### src/rtl/reoc_cfg.svh
// Offsets, field positions, reset values and timing counts for the rail enable output control
`ifndef REOC_CFG_SVH
`define REOC_CFG_SVH
`define REOC_ADDR_LOW 8'h1A
`define REOC_ADDR_HIGH 8'h1B
`define REOC_LOW_MASK 8'h1E
`define REOC_VAL_RESET 16'h0000
`define REOC_RAIL_LSB 8
`define REOC_GPO_LSB 1
`define REOC_SHARED_GPO_BIT 1
`define REOC_SHARED_EN_BIT 15
`define REOC_NUM_RAILS 8
`define REOC_CLK_PERIOD_NS 8
`define REOC_RETRY_DELAY_NS 1000
`define REOC_RETRY_CYCLES ((`REOC_RETRY_DELAY_NS + `REOC_CLK_PERIOD_NS - 1) / `REOC_CLK_PERIOD_NS)
`endif

### src/rtl/reoc_pkg.sv
// Types shared by the rail enable output control modules
package reoc_pkg;
  typedef enum logic [2:0] {
    MODE_IGNORE = 3'h0,
    MODE_LOG = 3'h1,
    MODE_RETRY0 = 3'h2,
    MODE_RETRYN = 3'h3,
    MODE_CONT = 3'h4
  } reoc_mode_type;

  // Per rail alarm configuration; dep_mask [7:0] rails 1..8, [11:8] general outputs 1..4
  typedef struct packed {
    reoc_mode_type mode;
    logic [3:0] retry_limit;
    logic uv_zero;
    logic [11:0] dep_mask;
  } reoc_rail_cfg_type;

  typedef struct packed {
    logic fail;
    logic shut;
    logic deps;
    logic reassert;
    logic restart;
  } reoc_event_type;

  typedef enum logic [2:0] {
    ST_IDLE = 3'b001,
    ST_DELAY = 3'b010,
    ST_OFF = 3'b100
  } reoc_state_type;
endpackage : reoc_pkg

### src/rtl/reoc_rail_alarm.sv
// Per rail undervoltage alarm handling: failure, retry, dependent shutdown, restart
`include "reoc_cfg.svh"
module reoc_rail_alarm #(
  parameter int RETRY_CYCLES = `REOC_RETRY_CYCLES
) (
  input wire logic clk, // System clock
  input wire logic resetn, // Async reset, active low
  input reoc_pkg::reoc_rail_cfg_type cfg, // Alarm configuration
  input wire logic enable, // Current enable bit of this rail
  input wire logic below_uv, // Rail under its undervoltage limit
  output reoc_pkg::reoc_event_type ev // One-cycle alarm events
);
  import reoc_pkg::*;
  localparam int CW = $clog2(RETRY_CYCLES + 1);
  localparam int retry_hi = RETRY_CYCLES + 2;

  reoc_state_type st_q, st_d;
  logic [CW-1:0] cnt_q, cnt_d;
  logic [3:0] tries_q, tries_d;
  logic armed_q, armed_d;
  logic fault;

  // Armed once the rail is enabled and in regulation; limit of zero never faults
  assign fault = armed_q && below_uv && !cfg.uv_zero && (st_q == ST_IDLE);

  always_comb begin
    st_d = st_q;
    cnt_d = cnt_q;
    tries_d = tries_q;
    armed_d = armed_q;
    ev = '0;
    if (enable && !below_uv) begin
      armed_d = 1'b1;
    end
    unique case (st_q)
      ST_IDLE: begin
        if (fault) begin
          armed_d = 1'b0;
          unique case (cfg.mode)
            MODE_IGNORE: begin
            end
            MODE_LOG: begin
              ev.fail = 1'b1;
            end
            MODE_RETRY0: begin
              ev.fail = 1'b1;
              ev.shut = 1'b1;
              ev.restart = 1'b1;
              st_d = ST_OFF;
            end
            MODE_RETRYN: begin
              ev.fail = 1'b1;
              ev.shut = 1'b1;
              ev.deps = 1'b1;
              cnt_d = '0;
              st_d = (tries_q < cfg.retry_limit) ? ST_DELAY : ST_OFF;
            end
            MODE_CONT: begin
              ev.fail = 1'b1;
              ev.shut = 1'b1;
              ev.deps = 1'b1;
              cnt_d = '0;
              st_d = ST_DELAY;
            end
            default: begin
            end
          endcase
        end
      end
      ST_DELAY: begin
        cnt_d = cnt_q + 1'b1;
        if (cnt_q == CW'(RETRY_CYCLES - 1)) begin
          ev.reassert = 1'b1;
          tries_d = tries_q + 1'b1;
          st_d = ST_IDLE;
        end
      end
      ST_OFF: begin
        if (enable) begin
          tries_d = '0;
          st_d = ST_IDLE;
        end
      end
    endcase
  end

  always_ff @(posedge clk or negedge resetn) begin
    if (!resetn) begin
      st_q <= ST_IDLE;
      cnt_q <= '0;
      tries_q <= '0;
      armed_q <= 1'b0;
    end else begin
      st_q <= st_d;
      cnt_q <= cnt_d;
      tries_q <= tries_d;
      armed_q <= armed_d;
    end
  end
endmodule : reoc_rail_alarm

### src/rtl/reoc_top.sv
// Host-writable rail enable and general output value register with alarm interaction
`include "reoc_cfg.svh"
module reoc_top #(
  parameter int RETRY_CYCLES = `REOC_RETRY_CYCLES
) (
  input wire logic clk, // System clock
  input wire logic resetn, // Async reset, active low
  input wire logic [7:0] reg_addr, // Command byte
  input wire logic [7:0] reg_wdata, // Write data byte
  input wire logic reg_wr, // Byte write strobe
  input wire logic reg_rd, // Byte read strobe
  output logic [7:0] reg_rdata, // Read data byte
  output logic reg_rvalid, // Read data valid pulse
  input wire logic shared_is_gpo, // Shared pin is general output one
  input reoc_pkg::reoc_rail_cfg_type rail_cfg [`REOC_NUM_RAILS], // Alarm setup per rail
  input wire logic [7:0] rail_below_uv, // Rail under its limit, bit 0 rail one
  input wire logic [7:0] fail_clear, // Clears failure flags
  output logic [6:0] rail_enable_output, // Rails one..seven enables
  output logic shared_enable_output_pin, // Rail eight enable or general output one
  output logic [4:2] general_output, // General outputs two..four
  output logic [7:0] rail_fail, // Sticky failure flags
  output logic restart_req // Restart request pulse
);
  import reoc_pkg::*;

  logic [15:0] val_q, val_d;
  logic [7:0] rdata_q, rdata_d;
  logic rvalid_q, rvalid_d;
  logic [6:0] en_pin_q, en_pin_d;
  logic shared_q, shared_d;
  logic [4:2] gpo_q, gpo_d;
  logic [7:0] fail_q, fail_d;
  logic restart_q, restart_d;
  reoc_event_type ev [`REOC_NUM_RAILS];
  logic [7:0] ev_any;
  logic wr_low, wr_high, rd_low, rd_high;

  // Dependent mask to value register bit positions
  function automatic logic [15:0] dep_bits(input logic [11:0] mask);
    dep_bits = {mask[7:0], 3'b000, mask[11:8], 1'b0};
  endfunction : dep_bits

  // Single-byte command decode
  assign wr_low = reg_wr && (reg_addr == `REOC_ADDR_LOW);
  assign wr_high = reg_wr && (reg_addr == `REOC_ADDR_HIGH);
  assign rd_low = reg_rd && (reg_addr == `REOC_ADDR_LOW);
  assign rd_high = reg_rd && (reg_addr == `REOC_ADDR_HIGH);

  genvar gi;
  generate
    for (gi = 0; gi < `REOC_NUM_RAILS; gi++) begin : g_rail
      reoc_rail_alarm #(
        .RETRY_CYCLES(RETRY_CYCLES)
      ) u_alarm (
        .clk(clk),
        .resetn(resetn),
        .cfg(rail_cfg[gi]),
        .enable(val_q[`REOC_RAIL_LSB + gi]),
        .below_uv(rail_below_uv[gi]),
        .ev(ev[gi])
      );
      assign ev_any[gi] = |ev[gi];
    end
  endgenerate

  // Output value register: host byte writes, then alarm effects on top
  always_comb begin
    val_d = val_q;
    if (wr_low) begin
      val_d[7:0] = reg_wdata & `REOC_LOW_MASK;
    end
    if (wr_high) begin
      val_d[15:8] = reg_wdata;
    end
    for (int i = 0; i < `REOC_NUM_RAILS; i++) begin
      if (ev[i].deps) begin
        val_d = val_d & ~dep_bits(rail_cfg[i].dep_mask);
      end
      if (ev[i].shut) begin
        val_d[`REOC_RAIL_LSB + i] = 1'b0;
      end
    end
    for (int i = 0; i < `REOC_NUM_RAILS; i++) begin
      if (ev[i].reassert) begin
        val_d[`REOC_RAIL_LSB + i] = 1'b1;
      end
    end
  end

  // Pins follow the next register value so they match val_q
  always_comb begin
    en_pin_d = val_d[14:8];
    gpo_d = val_d[4:2];
    shared_d = shared_is_gpo ? val_d[`REOC_SHARED_GPO_BIT] : val_d[`REOC_SHARED_EN_BIT];
  end

  // Byte read port
  always_comb begin
    rvalid_d = reg_rd;
    rdata_d = 8'h00;
    if (rd_low) begin
      rdata_d = val_q[7:0];
    end else if (rd_high) begin
      rdata_d = val_q[15:8];
    end
  end

  // Failure flags, set beats clear; restart pulse
  always_comb begin
    restart_d = 1'b0;
    for (int i = 0; i < `REOC_NUM_RAILS; i++) begin
      fail_d[i] = ev[i].fail | (fail_q[i] & ~fail_clear[i]);
      restart_d = restart_d | ev[i].restart;
    end
  end

  always_ff @(posedge clk or negedge resetn) begin
    if (!resetn) begin
      val_q <= `REOC_VAL_RESET;
      en_pin_q <= 7'h00;
      gpo_q <= 3'h0;
      shared_q <= 1'b0;
      rdata_q <= 8'h00;
      rvalid_q <= 1'b0;
      fail_q <= 8'h00;
      restart_q <= 1'b0;
    end else begin
      val_q <= val_d;
      en_pin_q <= en_pin_d;
      gpo_q <= gpo_d;
      shared_q <= shared_d;
      rdata_q <= rdata_d;
      rvalid_q <= rvalid_d;
      fail_q <= fail_d;
      restart_q <= restart_d;
    end
  end

  assign rail_enable_output = en_pin_q;
  assign general_output = gpo_q;
  assign shared_enable_output_pin = shared_q;
  assign reg_rdata = rdata_q;
  assign reg_rvalid = rvalid_q;
  assign rail_fail = fail_q;
  assign restart_req = restart_q;
endmodule : reoc_top

### config.mk
export PLATFORM = sky130hd
export DESIGN_NAME = reoc_top
export DESIGN_NICKNAME = d
export VERILOG_FILES = /design/src/rtl/reoc_pkg.sv /design/src/rtl/reoc_rail_alarm.sv /design/src/rtl/reoc_top.sv
export VERILOG_INCLUDE_DIRS = /design/src /design/src/rtl
export SDC_FILE = /design/constraint.sdc
export NUM_CORES = 1
export LEC_CHECK = 0
export BUFFER_PORTS_ARGS = -buffer_cell sky130_fd_sc_hd__clkbuf_2
export CAP_MARGIN = 10
export CORE_ASPECT_RATIO = 1.2
export CORE_MARGIN = 2
export CORE_UTILIZATION = 59
export DETAILED_ROUTE_END_ITERATION = 8
export PLACE_DENSITY = 0.95
export SETUP_SLACK_MARGIN = 0.05
export SLEW_MARGIN = 0
export SYNTH_ARGS = -nofsm -noshare
export SYNTH_HDL_FRONTEND = slang
export SYNTH_HIERARCHICAL = 1
export SYNTH_SLANG_ARGS = --single-unit
### constraint.sdc
create_clock -name clk -period 6.7 [get_ports clk]
set_clock_uncertainty 0.2 [all_clocks]
set_input_delay 1.34 -clock clk [delete_from_list [all_inputs] [get_ports clk]]
set_output_delay 1.34 -clock clk [all_outputs]
set_load 0.005 [all_outputs]
==> results of run 1 <==
## worst register-to-register path: stages (launching register included)
cell and delay (ps):
dfrtp_1 470, nor2_1 200, nand4bb_1 240, a21oi_2 930
a22oi_1 240, nand2_1 170, a211oi_2 70, o211a_1 220
## cells in the final DEF (no fill, tap or decap), types with 12 or more instances in the layout
cell type	instances
a21oi_1	64
a22o_1	15
a22oi_1	12
and3_1	17
clkbuf_16	17
clkbuf_2	224
dfrtp_1	143
ha_1	48
inv_1	66
mux2i_1	13
nand2_1	83
nand2b_1	16
nand3_1	12
nand3b_1	16
nand4_1	32
nand4bb_1	16
nor2_1	83
o21a_1	16
o21ai_0	40
o31ai_1	24
or3_1	16
or3b_4	16
xor2_1	40
## flip-flops by register name, indices dropped and copies added, names as in the netlist
register	count
g_rail.u_alarm/cnt_q	56
restart_req	1
g_rail.u_alarm/armed_q	8
val_q	4
g_rail.u_alarm/tries_q	32
general_output	2
g_rail.u_alarm/st_q	24
reg_rdata	8
rail_enable_output	6
rail_fail	8
reg_rvalid	1
shared_enable_output_pin	1
## final cells by class
cell class,instances,area [um2]
Multi-Input combinational cell,729,5150
Fill cell,1046,4420
Sequential cell,151,3790
Timing Repair Buffer,233,1190
Clock buffer,27,463
Tap cell,208,260
Inverter,66,248
Clock inverter,5,50.0
Antenna cell,2,5.00
## Yosys cell counts (10+ instances only)
library cell,number,area (um2)
nand2_1,83,312
nand2b_1,16,100
inv_1,66,248
nor2_1,83,312
nand4bb_1,16,180
a22o_1,15,131
dfrtp_1,143,3580
ha_1,48,601
mux2i_1,13,130
xor2_1,40,350
or3_1,16,100
buf_4,10,75.1
nand3b_1,16,120
a221oi_1,10,87.6
nor3_1,10,50.1
a21oi_1,64,320
nand4_1,32,200
and3_1,17,106
or3b_4,16,180
o21a_1,16,120
a22oi_1,12,90.1
nand3_1,12,60.1
o21ai_0,40,200
o31ai_1,24,180
## power breakdown
part | switching (W) | internal (W)
Combinational | 0.000230 | 0.000195
Sequential | 0.000119 | 0.00102
Clock | 0.000365 | 0.000508
Total | 0.000714 | 0.00172
## metal layers
metal  vias to the layer above  part of all wire [%]
met4                         2                   4.2
met5                         -                 0.048
met2                       445                    49
met1                      4213                    38
met3                        91                   8.1
li1                       4007                     -
## logic make-up after synthesis
| logic type | Yosys count |
|---|---|
| AO/OA/AOI/OAI | 240 |
| buffers and inverters | 93 |
| AND/OR/NAND/NOR | 373 |
| XOR/XNOR | 48 |
| adder cells (fa/ha/maj) | 48 |
| flip-flops | 151 |
| multiplexers | 20 |
## per-stage QoR
step	power, W	cell area (um2)
global route	0.00255	11200
CTS	0.00243	11200
global placement	0.00153	10600
detailed placement	0.00156	10600
finish	0.00243	11200
floorplan	0.00139	9340
## path summary, 6_finish.rpt
| check | end | slack, ps |
|---|---|---|
| min in group asynchronous | g_rail[3].u_alarm/tries_q[3] | 760 |
| worst min register to register | rail_fail[1] | 280 |
| worst max-delay path | shared_enable_output_pin | 3280 |
| max in group asynchronous | g_rail[0].u_alarm/st_q[2] | 4210 |
| worst min-delay path | rail_fail[1] | 280 |
| worst max register to register | shared_enable_output_pin | 3850 |
==> results.json, run 1 <==
{
  "synthFlopType": "dfrtp_1",
  "worstPathMaxFanout": 19,
  "crit_cells": 7,
  "cts_setup_buffers": 0,
  "synth_area_um2": 9340,
  "via_per_inst": 6.16,
  "drive_gt1_share_pct": 26.8,
  "cts_resized": 0,
  "ant_nets": 0,
  "gp_congestion": 0.944,
  "grt_pass1_vias": 8830,
  "hpwl_um": 19700,
  "report.final.hold_viol_count": 0,
  "irDropWorstVdd_uv": 208,
  "crit_path_end_kind": "flip-flop",
  "worst-r2r-cell-count": 7,
  "synth_cell_types": 54,
  "tns_ps": 0,
  "fp-row-count": 50,
  "drt_iter0_markers": 959,
  "grt_util_met1_pct": 37.7,
  "area_delta_synth_final_pct": 19.5,
  "synth-async-reset-ratio_pct": 100,
  "clockRootBuffer": "clkbuf_16",
  "insertion_delay_ps": 430,
  "synth_xor_area_share_pct": 4.50,
  "crit_family": "compound AO/OA/AOI/OAI gates",
  "crit_buf_inv": 1,
  "cts_hold_buffers": 0,
  "synth_compound_area_share_pct": 17.7,
  "cts_tree": "built",
  "place_inst": 1387,
  "hold_start": "rail_fail[1]",
  "grt_use_met2_pct": 55.3,
  "grt_usage_pct": 32.1,
  "setup_violations": 0,
  "port_buffers": 225,
  "synth_fa_ha_area_share_pct": 6.43,
  "crit_chain": "clkbuf_2 > or3b_4 > a21oi_2 > a22oi_1 > nand2_1 > a211oi_2 > o211a_1",
  "final_util_pct": 71.6,
  "r2r-start": "g_rail[1].u_alarm/st_q[2]",
  "grt_pass1_wl_um": 42600,
  "synth_edf_count": 0,
  "fp.coreArea_um2": 15600,
  "die_h_um": 142,
  "max_cap_violations": 0,
  "synth_mux_area_share_pct": 2.24,
  "grt_overflow": 0,
  "min_path_type": "reg2reg",
  "drv_slew": 0,
  "die_area_um2": 16900,
  "worst_pin_slew_ps": 1200,
  "first_pass_iters": 7,
  "cts_sinks": 151,
  "h-tree-depth": 4,
  "synthSimpleGateAreaFrac_pct": 24.3,
  "startpoint": "rail_cfg[137]",
  "routed_wl_um": 26900,
  "synth_nets": 1218,
  "min_period_ps": 3420,
  "vias": 8758,
  "cp.required_ps": 6820,
  "synth_top_family_by_area": "simple AND/OR/NAND/NOR gates",
  "cts_buffer_depth": 2,
  "yosysSeqAreaShare_pct": 40.6,
  "grt_max_degree": 88,
  "crit_path_start_kind": "input port",
  "antenna_found_initial": 4,
  "numCtsBuffers": 17,
  "clk_pin_slew_ps": 60,
  "rsz0062_at_grt": "false",
  "slew_headroom_pct": 19.9,
  "fin_crit_sh_pct": 51.1,
  "p_per_area_nw_per_um2": 218,
  "top_usage_layer": "met2",
  "avgRoutedWirePerCell_um": 18.9,
  "start_util_pct": 60.0,
  "die_x_um": 119,
  "drc_errors": 0,
  "io_pins": 226,
  "hold_slack_ps": 277,
  "final_nets": 1443,
  "setup_slack_ps": 3280,
  "ys_warn_count": 6,
  "synth_seq_cells": 151,
  "cpMaxStageDelayCell": "a21oi_2",
  "cpPeakStageDelay_ps": 950,
  "syn_inst": 973,
  "worstPathArrival_ps": 3540,
  "path_class": "in2reg",
  "syn_avg_cell_area_um2": 9.60,
  "final_cells": 1421,
  "use_met3_pct": 7.48,
  "hold_path_depth": 1,
  "post-place-ws_ps": 2910,
  "p_leak_nw": 5.43,
  "outcome": "finished, final reports clean",
  "max_freq_mhz": 292
}
No activity file was read; power rests on OpenSTA's default activity.
==> run 2: changes to the inputs <==
--- a/config.mk
+++ b/config.mk
@@ -10,9 +10,9 @@
 export CAP_MARGIN = 10
 export CORE_ASPECT_RATIO = 1.2
 export CORE_MARGIN = 2
-export CORE_UTILIZATION = 59
+export CORE_UTILIZATION = 55
 export DETAILED_ROUTE_END_ITERATION = 8
-export PLACE_DENSITY = 0.95
+export PLACE_DENSITY = 0.94
 export SETUP_SLACK_MARGIN = 0.05
 export SLEW_MARGIN = 0
 export SYNTH_ARGS = -nofsm -noshare
==> constraint.sdc (replaced) <==
create_clock -name clk -period 3.3 [get_ports clk]
set_clock_uncertainty 0.2 [all_clocks]
set_input_delay 0.66 -clock clk [delete_from_list [all_inputs] [get_ports clk]]
set_output_delay 0.66 -clock clk [all_outputs]
set_load 0.005 [all_outputs]
==> results.json, run 2 (synthesized netlist as in run 1, its figures left out) <==
{
  "die_x_um": 123,
  "p_leak_nw": 5.50,
  "cpPeakStageDelay_ps": 550,
  "worstPathMaxFanout": 8,
  "clockRootBuffer": "clkbuf_16",
  "hpwl_um": 20100,
  "first_pass_iters": 7,
  "drive_gt1_share_pct": 27.6,
  "mostFrequentLayoutCell": "clkbuf_2",
  "min_period_ps": 2410,
  "insertion_delay_ps": 420,
  "crit_path_start_kind": "flip-flop",
  "tns_ps": 0,
  "antenna_found_initial": 4,
  "drt_iter0_markers": 824,
  "worstPathArrival_ps": 2510,
  "grt_pass1_wl_um": 42500,
  "outcome": "finished, final reports clean",
  "finalPower_w": 0.00512,
  "max_cap_violations": 0,
  "cts_hold_buffers": 0,
  "reg.largest.list": "g_rail.u_alarm/cnt_q (56), g_rail.u_alarm/tries_q (32), g_rail.u_alarm/st_q (24)",
  "cp.required_ps": 3400,
  "use_met3_pct": 7.10,
  "final_cell_mix": "clkbuf_2 (224), dfrtp_1 (143), nor2_1 (83), nand2_1 (83), inv_1 (66)",
  "final_nets": 1450,
  "min_path_type": "in2async",
  "path_class": "reg2reg",
  "rsz0062_at_grt": "false",
  "p_per_area_nw_per_um2": 453,
  "cts_tree": "built",
  "drc_errors": 0,
  "vias": 8666,
  "io_pins": 226,
  "numCtsBuffers": 17,
  "cts_buffer_depth": 2,
  "report.final.hold_viol_count": 0,
  "via_per_inst": 6.04,
  "avgRoutedWirePerCell_um": 18.7,
  "die_area_um2": 18000,
  "cts_sinks": 151,
  "cts_setup_buffers": 0,
  "fp.coreArea_um2": 16700,
  "area_delta_synth_final_pct": 21.1,
  "grt_usage_pct": 30.4,
  "ant_nets": 0,
  "clk_pin_slew_ps": 60,
  "grt_use_met2_pct": 50.2,
  "top_register": "g_rail.u_alarm/cnt_q",
  "grt_util_met1_pct": 36.7,
  "fp-row-count": 52,
  "fin_crit_sh_pct": 72.9,
  "setup_violations": 0,
  "irDropWorstVdd_uv": 421,
  "h-tree-depth": 4,
  "top_usage_layer": "met2",
  "routed_wl_um": 26900,
  "max_freq_mhz": 415,
  "grt_pass1_vias": 8620,
  "crit_path_end_kind": "flip-flop",
  "die_h_um": 147,
  "drv_slew": 0,
  "cts_resized": 0,
  "largest_reg_flops": 56,
  "grt_max_degree": 64,
  "hold_slack_ps": 25.9,
  "cpMaxStageDelayCell": "a21oi_2",
  "start_util_pct": 55.9,
  "slew_headroom_pct": 57.9,
  "crit_chain": "nor2_1 > nand4bb_1 > a21oi_2 > buf_4 > a222oi_1 > a41o_1",
  "worst_pin_slew_ps": 632,
  "port_buffers": 225,
  "gp_congestion": 0.874,
  "grt_overflow": 0,
  "fillers": 1239
}
run 2: cell count changes in the layout (fill, tap and decap cells not counted), sizes merged:
| cell | previous run | this run |
|---|---|---|
| bufinv | 1 | 3 |
| diode | 2 | 3 |
| clkinv | 4 | 3 |
| buf | 9 | 16 |
| clkinvlp | 0 | 2 |
| clkbuf | 251 | 246 |
run 2: worst max-delay path: cells and delay by family (launching register included):
kind / cells / cell delay [ps]
AOI/OAI and AO/OA: 3 / 900
DFF: 1 / 480
and+or+nand+nor: 2 / 400
buffers and inverters: 1 / 300
run 2: stage by stage:
step	worst slack (ps)	cells	cell area, um2	util (%)
final	893	1435	11300	67.7
after global routing	815	1434	11300	67.6
after CTS	939	1432	11300	67.6
after detailed placement	633	1402	10700	64.1
after global placement	711	1402	10700	64.1
after floorplan	865	973	9340	-
run 2: final timing paths:
kind	startpoint	slack (ps)	depth (start not counted)	to
setup / recovery	g_rail[4].u_alarm/st_q[2]	890	6	rail_enable_output[0]
min in group clk	reg_rd	180	1	reg_rvalid
max in group asynchronous	resetn	2080	2	g_rail[1].u_alarm/st_q[0]
hold / removal	resetn	30	1	g_rail[3].u_alarm/armed_q
setup reg to reg	g_rail[4].u_alarm/st_q[2]	890	6	rail_enable_output[0]
hold reg to reg	rail_fail[5]	280	1	rail_fail[5]
run 2: cell type report:
cell class                      instances  area (um2)  share of cell area [%]
Inverter                               66         248                    2.19
Timing Repair Buffer                  240        1260                    11.1
Tap cell                              216         270                    2.39
Clock buffer                           22         464                    4.10
Sequential cell                       151        3790                    33.5
Multi-Input combinational cell        729        5150                    45.6
Clock inverter                          8         124                    1.09
Antenna cell                            3        7.51                  0.0664
run 2: layer usage:
metal	wire, um	vias to the layer above
met4	1090	2
met2	13100	381
met3	2290	79
li1	-	4025
met1	10400	4179
met5	16	-
run 2: power breakdown:
group,switching [W],leakage (nW),internal (W),total [W]
clock,0.000739,0.282,0.00122,0.00196
combinational,0.000460,3.45,0.000401,0.000861
sequential,0.000243,1.77,0.00206,0.00230
total,0.00144,5.50,0.00368,0.00512
==> run 3: changes to the inputs <==
==> constraint.sdc (replaced) <==
create_clock -name clk -period 2.3 [get_ports clk]
set_clock_uncertainty 0.2 [all_clocks]
set_input_delay 0.46 -clock clk [delete_from_list [all_inputs] [get_ports clk]]
set_output_delay 0.46 -clock clk [all_outputs]
set_load 0.005 [all_outputs]
==> results.json, run 3 (synthesized netlist as in run 1, its figures left out) <==
{
  "hold_end": "rail_fail[4]",
  "setup_violations": 0,
  "area_delta_synth_final_pct": 24.6,
  "gp_congestion": 0.872,
  "largest_reg_flops": 56,
  "worstPathMaxFanout": 16,
  "final_util_pct": 69.6,
  "max_freq_mhz": 467,
  "drc_errors": 0,
  "post-place-ws_ps": 13.3,
  "rsz0062_at_grt": "true",
  "die_x_um": 123,
  "worstPathArrival_ps": 2300,
  "hold_path_depth": 3,
  "p_leak_nw": 5.68,
  "r2r-start": "g_rail[0].u_alarm/st_q[1]",
  "crit_path_start_kind": "flip-flop",
  "crit_path_end_kind": "flip-flop",
  "grt_overflow": 0,
  "reg.largest.list": "g_rail.u_alarm/cnt_q (56), g_rail.u_alarm/tries_q (32), g_rail.u_alarm/st_q (24)",
  "hpwl_um": 20500,
  "io_pins": 226,
  "drive_gt1_share_pct": 29.8,
  "ant_nets": 0,
  "grt_pass1_wl_um": 42600,
  "routed_wl_um": 26700,
  "power_switching_w": 0.00211,
  "max_cap_violations": 0,
  "worst_pin_slew_ps": 582,
  "cp.required_ps": 2460,
  "reg2reg_slack_ps": 160,
  "fp-row-count": 52,
  "path_class": "reg2reg",
  "irDropWorstVdd_uv": 460,
  "comb_power_share_pct": 17.4,
  "numCtsBuffers": 17,
  "final_nets": 1481,
  "fp.coreArea_um2": 16700,
  "p_per_area_nw_per_um2": 636,
  "worst-r2r-cell-count": 8,
  "p_clk_share_pct": 38.0,
  "min_period_ps": 2140,
  "cts_tree": "built",
  "vias": 8843,
  "drt_iter0_markers": 730,
  "via_per_inst": 6.03,
  "outcome": "finished, final reports clean",
  "cts_buffer_depth": 2,
  "h-tree-depth": 4,
  "start_util_pct": 55.9,
  "internal-power_w": 0.00529,
  "min_path_type": "in2reg",
  "avgRoutedWirePerCell_um": 18.2,
  "die_area_um2": 18000,
  "slew_headroom_pct": 60.8,
  "swShare_pct": 28.5,
  "fin_crit_sh_pct": 93.2,
  "port_buffers": 225,
  "hold_start": "fail_clear[4]",
  "top_register": "g_rail.u_alarm/cnt_q",
  "report.final.hold_viol_count": 0,
  "drv_slew": 0,
  "final_cell_mix": "clkbuf_2 (224), dfrtp_1 (140), nor2_1 (83), nand2_1 (83), inv_1 (66)",
  "grt_usage_pct": 30.2,
  "grt_pass1_vias": 8836,
  "cts_sinks": 151,
  "finalPower_w": 0.00740,
  "clk_pin_slew_ps": 60,
  "mostFrequentLayoutCell": "clkbuf_2",
  "setup_slack_ps": 157,
  "insertion_delay_ps": 420,
  "die_h_um": 147,
  "clockRootBuffer": "clkbuf_16",
  "rr_endpoint": "shared_enable_output_pin",
  "p_seq_share_pct": 44.5,
  "grt_max_degree": 47,
  "first_pass_iters": 5,
  "antenna_found_initial": 1
}
-- run 3: changes by cell type in the layout (fill, tap and decap cells not counted), moves of 2 or more --
cell,change
clkbuf_1,-2
buf_12,+6
dfrtp_1,-3
buf_4,+23
diode_2,-2
dlygate4sd3_1,+2
clkinv_2,+3
dfrtp_2,+3
-- run 3: how the worst max path moves through the flow --
stage / startpoint / end / slack [ps] / depth (start not counted)
6_report: g_rail[0].u_alarm/st_q[1] / shared_enable_output_pin / 160 / 8
5_1_grt: g_rail[2].u_alarm/st_q[2] / shared_enable_output_pin / 50 / 8
4_1_cts: g_rail[0].u_alarm/st_q[2] / shared_enable_output_pin / 90 / 8
3_5_place_dp: rail_cfg[18] / shared_enable_output_pin / 10 / 8
3_3_place_gp: rail_below_uv[0] / shared_enable_output_pin / -6 / 9
2_1_floorplan: rail_cfg[57] / rail_enable_output[4] / 70 / 6
-- run 3: per-stage QoR --
| step | cell area, um2 | hold WS [ps] | setup TNS [ps] | instances |
|---|---|---|---|---|
| floorplan | 9340 | -35.6 | 0 | 973 |
| global placement | 11000 | 218 | -5.51 | 1431 |
| detailed placement | 11000 | 220 | 0 | 1431 |
| CTS | 11600 | 65.6 | 0 | 1465 |
| global route | 11600 | 80.0 | 0 | 1466 |
| finish | 11600 | 80.3 | 0 | 1466 |
-- run 3: area by class of cell --
cell class | count | area, um2
tap | 216 | 270
inverter | 66 | 248
timing repair buffer | 271 | 1570
clock buffer | 19 | 443
antenna | 1 | 2.50
sequential | 151 | 3790
clock inverter | 13 | 155
multi-input combinational | 729 | 5150
fill | 1229 | 5090
-- run 3: what timing repair did --
action,in CTS,in global routing
buffers inserted,0,0
endpoints found under the setup margin,0,2
gates resized for setup,0,5
endpoints found under the hold margin,40,0
hold buffers,2,0
-- run 3: power groups by stage --
stage / registers (W) / clock network (W) / logic [W]
floorplan: 0.00321 / 0 / 0.000830
global placement: 0.00330 / 0 / 0.00121
detailed placement: 0.00332 / 0 / 0.00126
CTS: 0.00328 / 0.00286 / 0.00128
global route: 0.00334 / 0.00298 / 0.00145
finish: 0.00330 / 0.00281 / 0.00129
-- run 3: metal layers --
layer  wire, um  GRT usage [%]  vias to the layer above  part of all wire [%]
li1           -              -                     4085                     -
met1      10800           36.5                     4306                    41
met2      13200           50.4                      370                    49
met3       1620           6.64                       82                   6.1
met4       1100           15.2                        0                   4.1
met5          0              0                        -                     0
-- run 3: worst max-delay path, stage by stage (launching register included) --
cell       delay [ps]
dfrtp_1           480
nor2_1             80
nand4bb_1         200
a21oi_2            80
buf_12            170
a22oi_1           240
nand3_1           140
o311ai_1          290
o211a_1           200
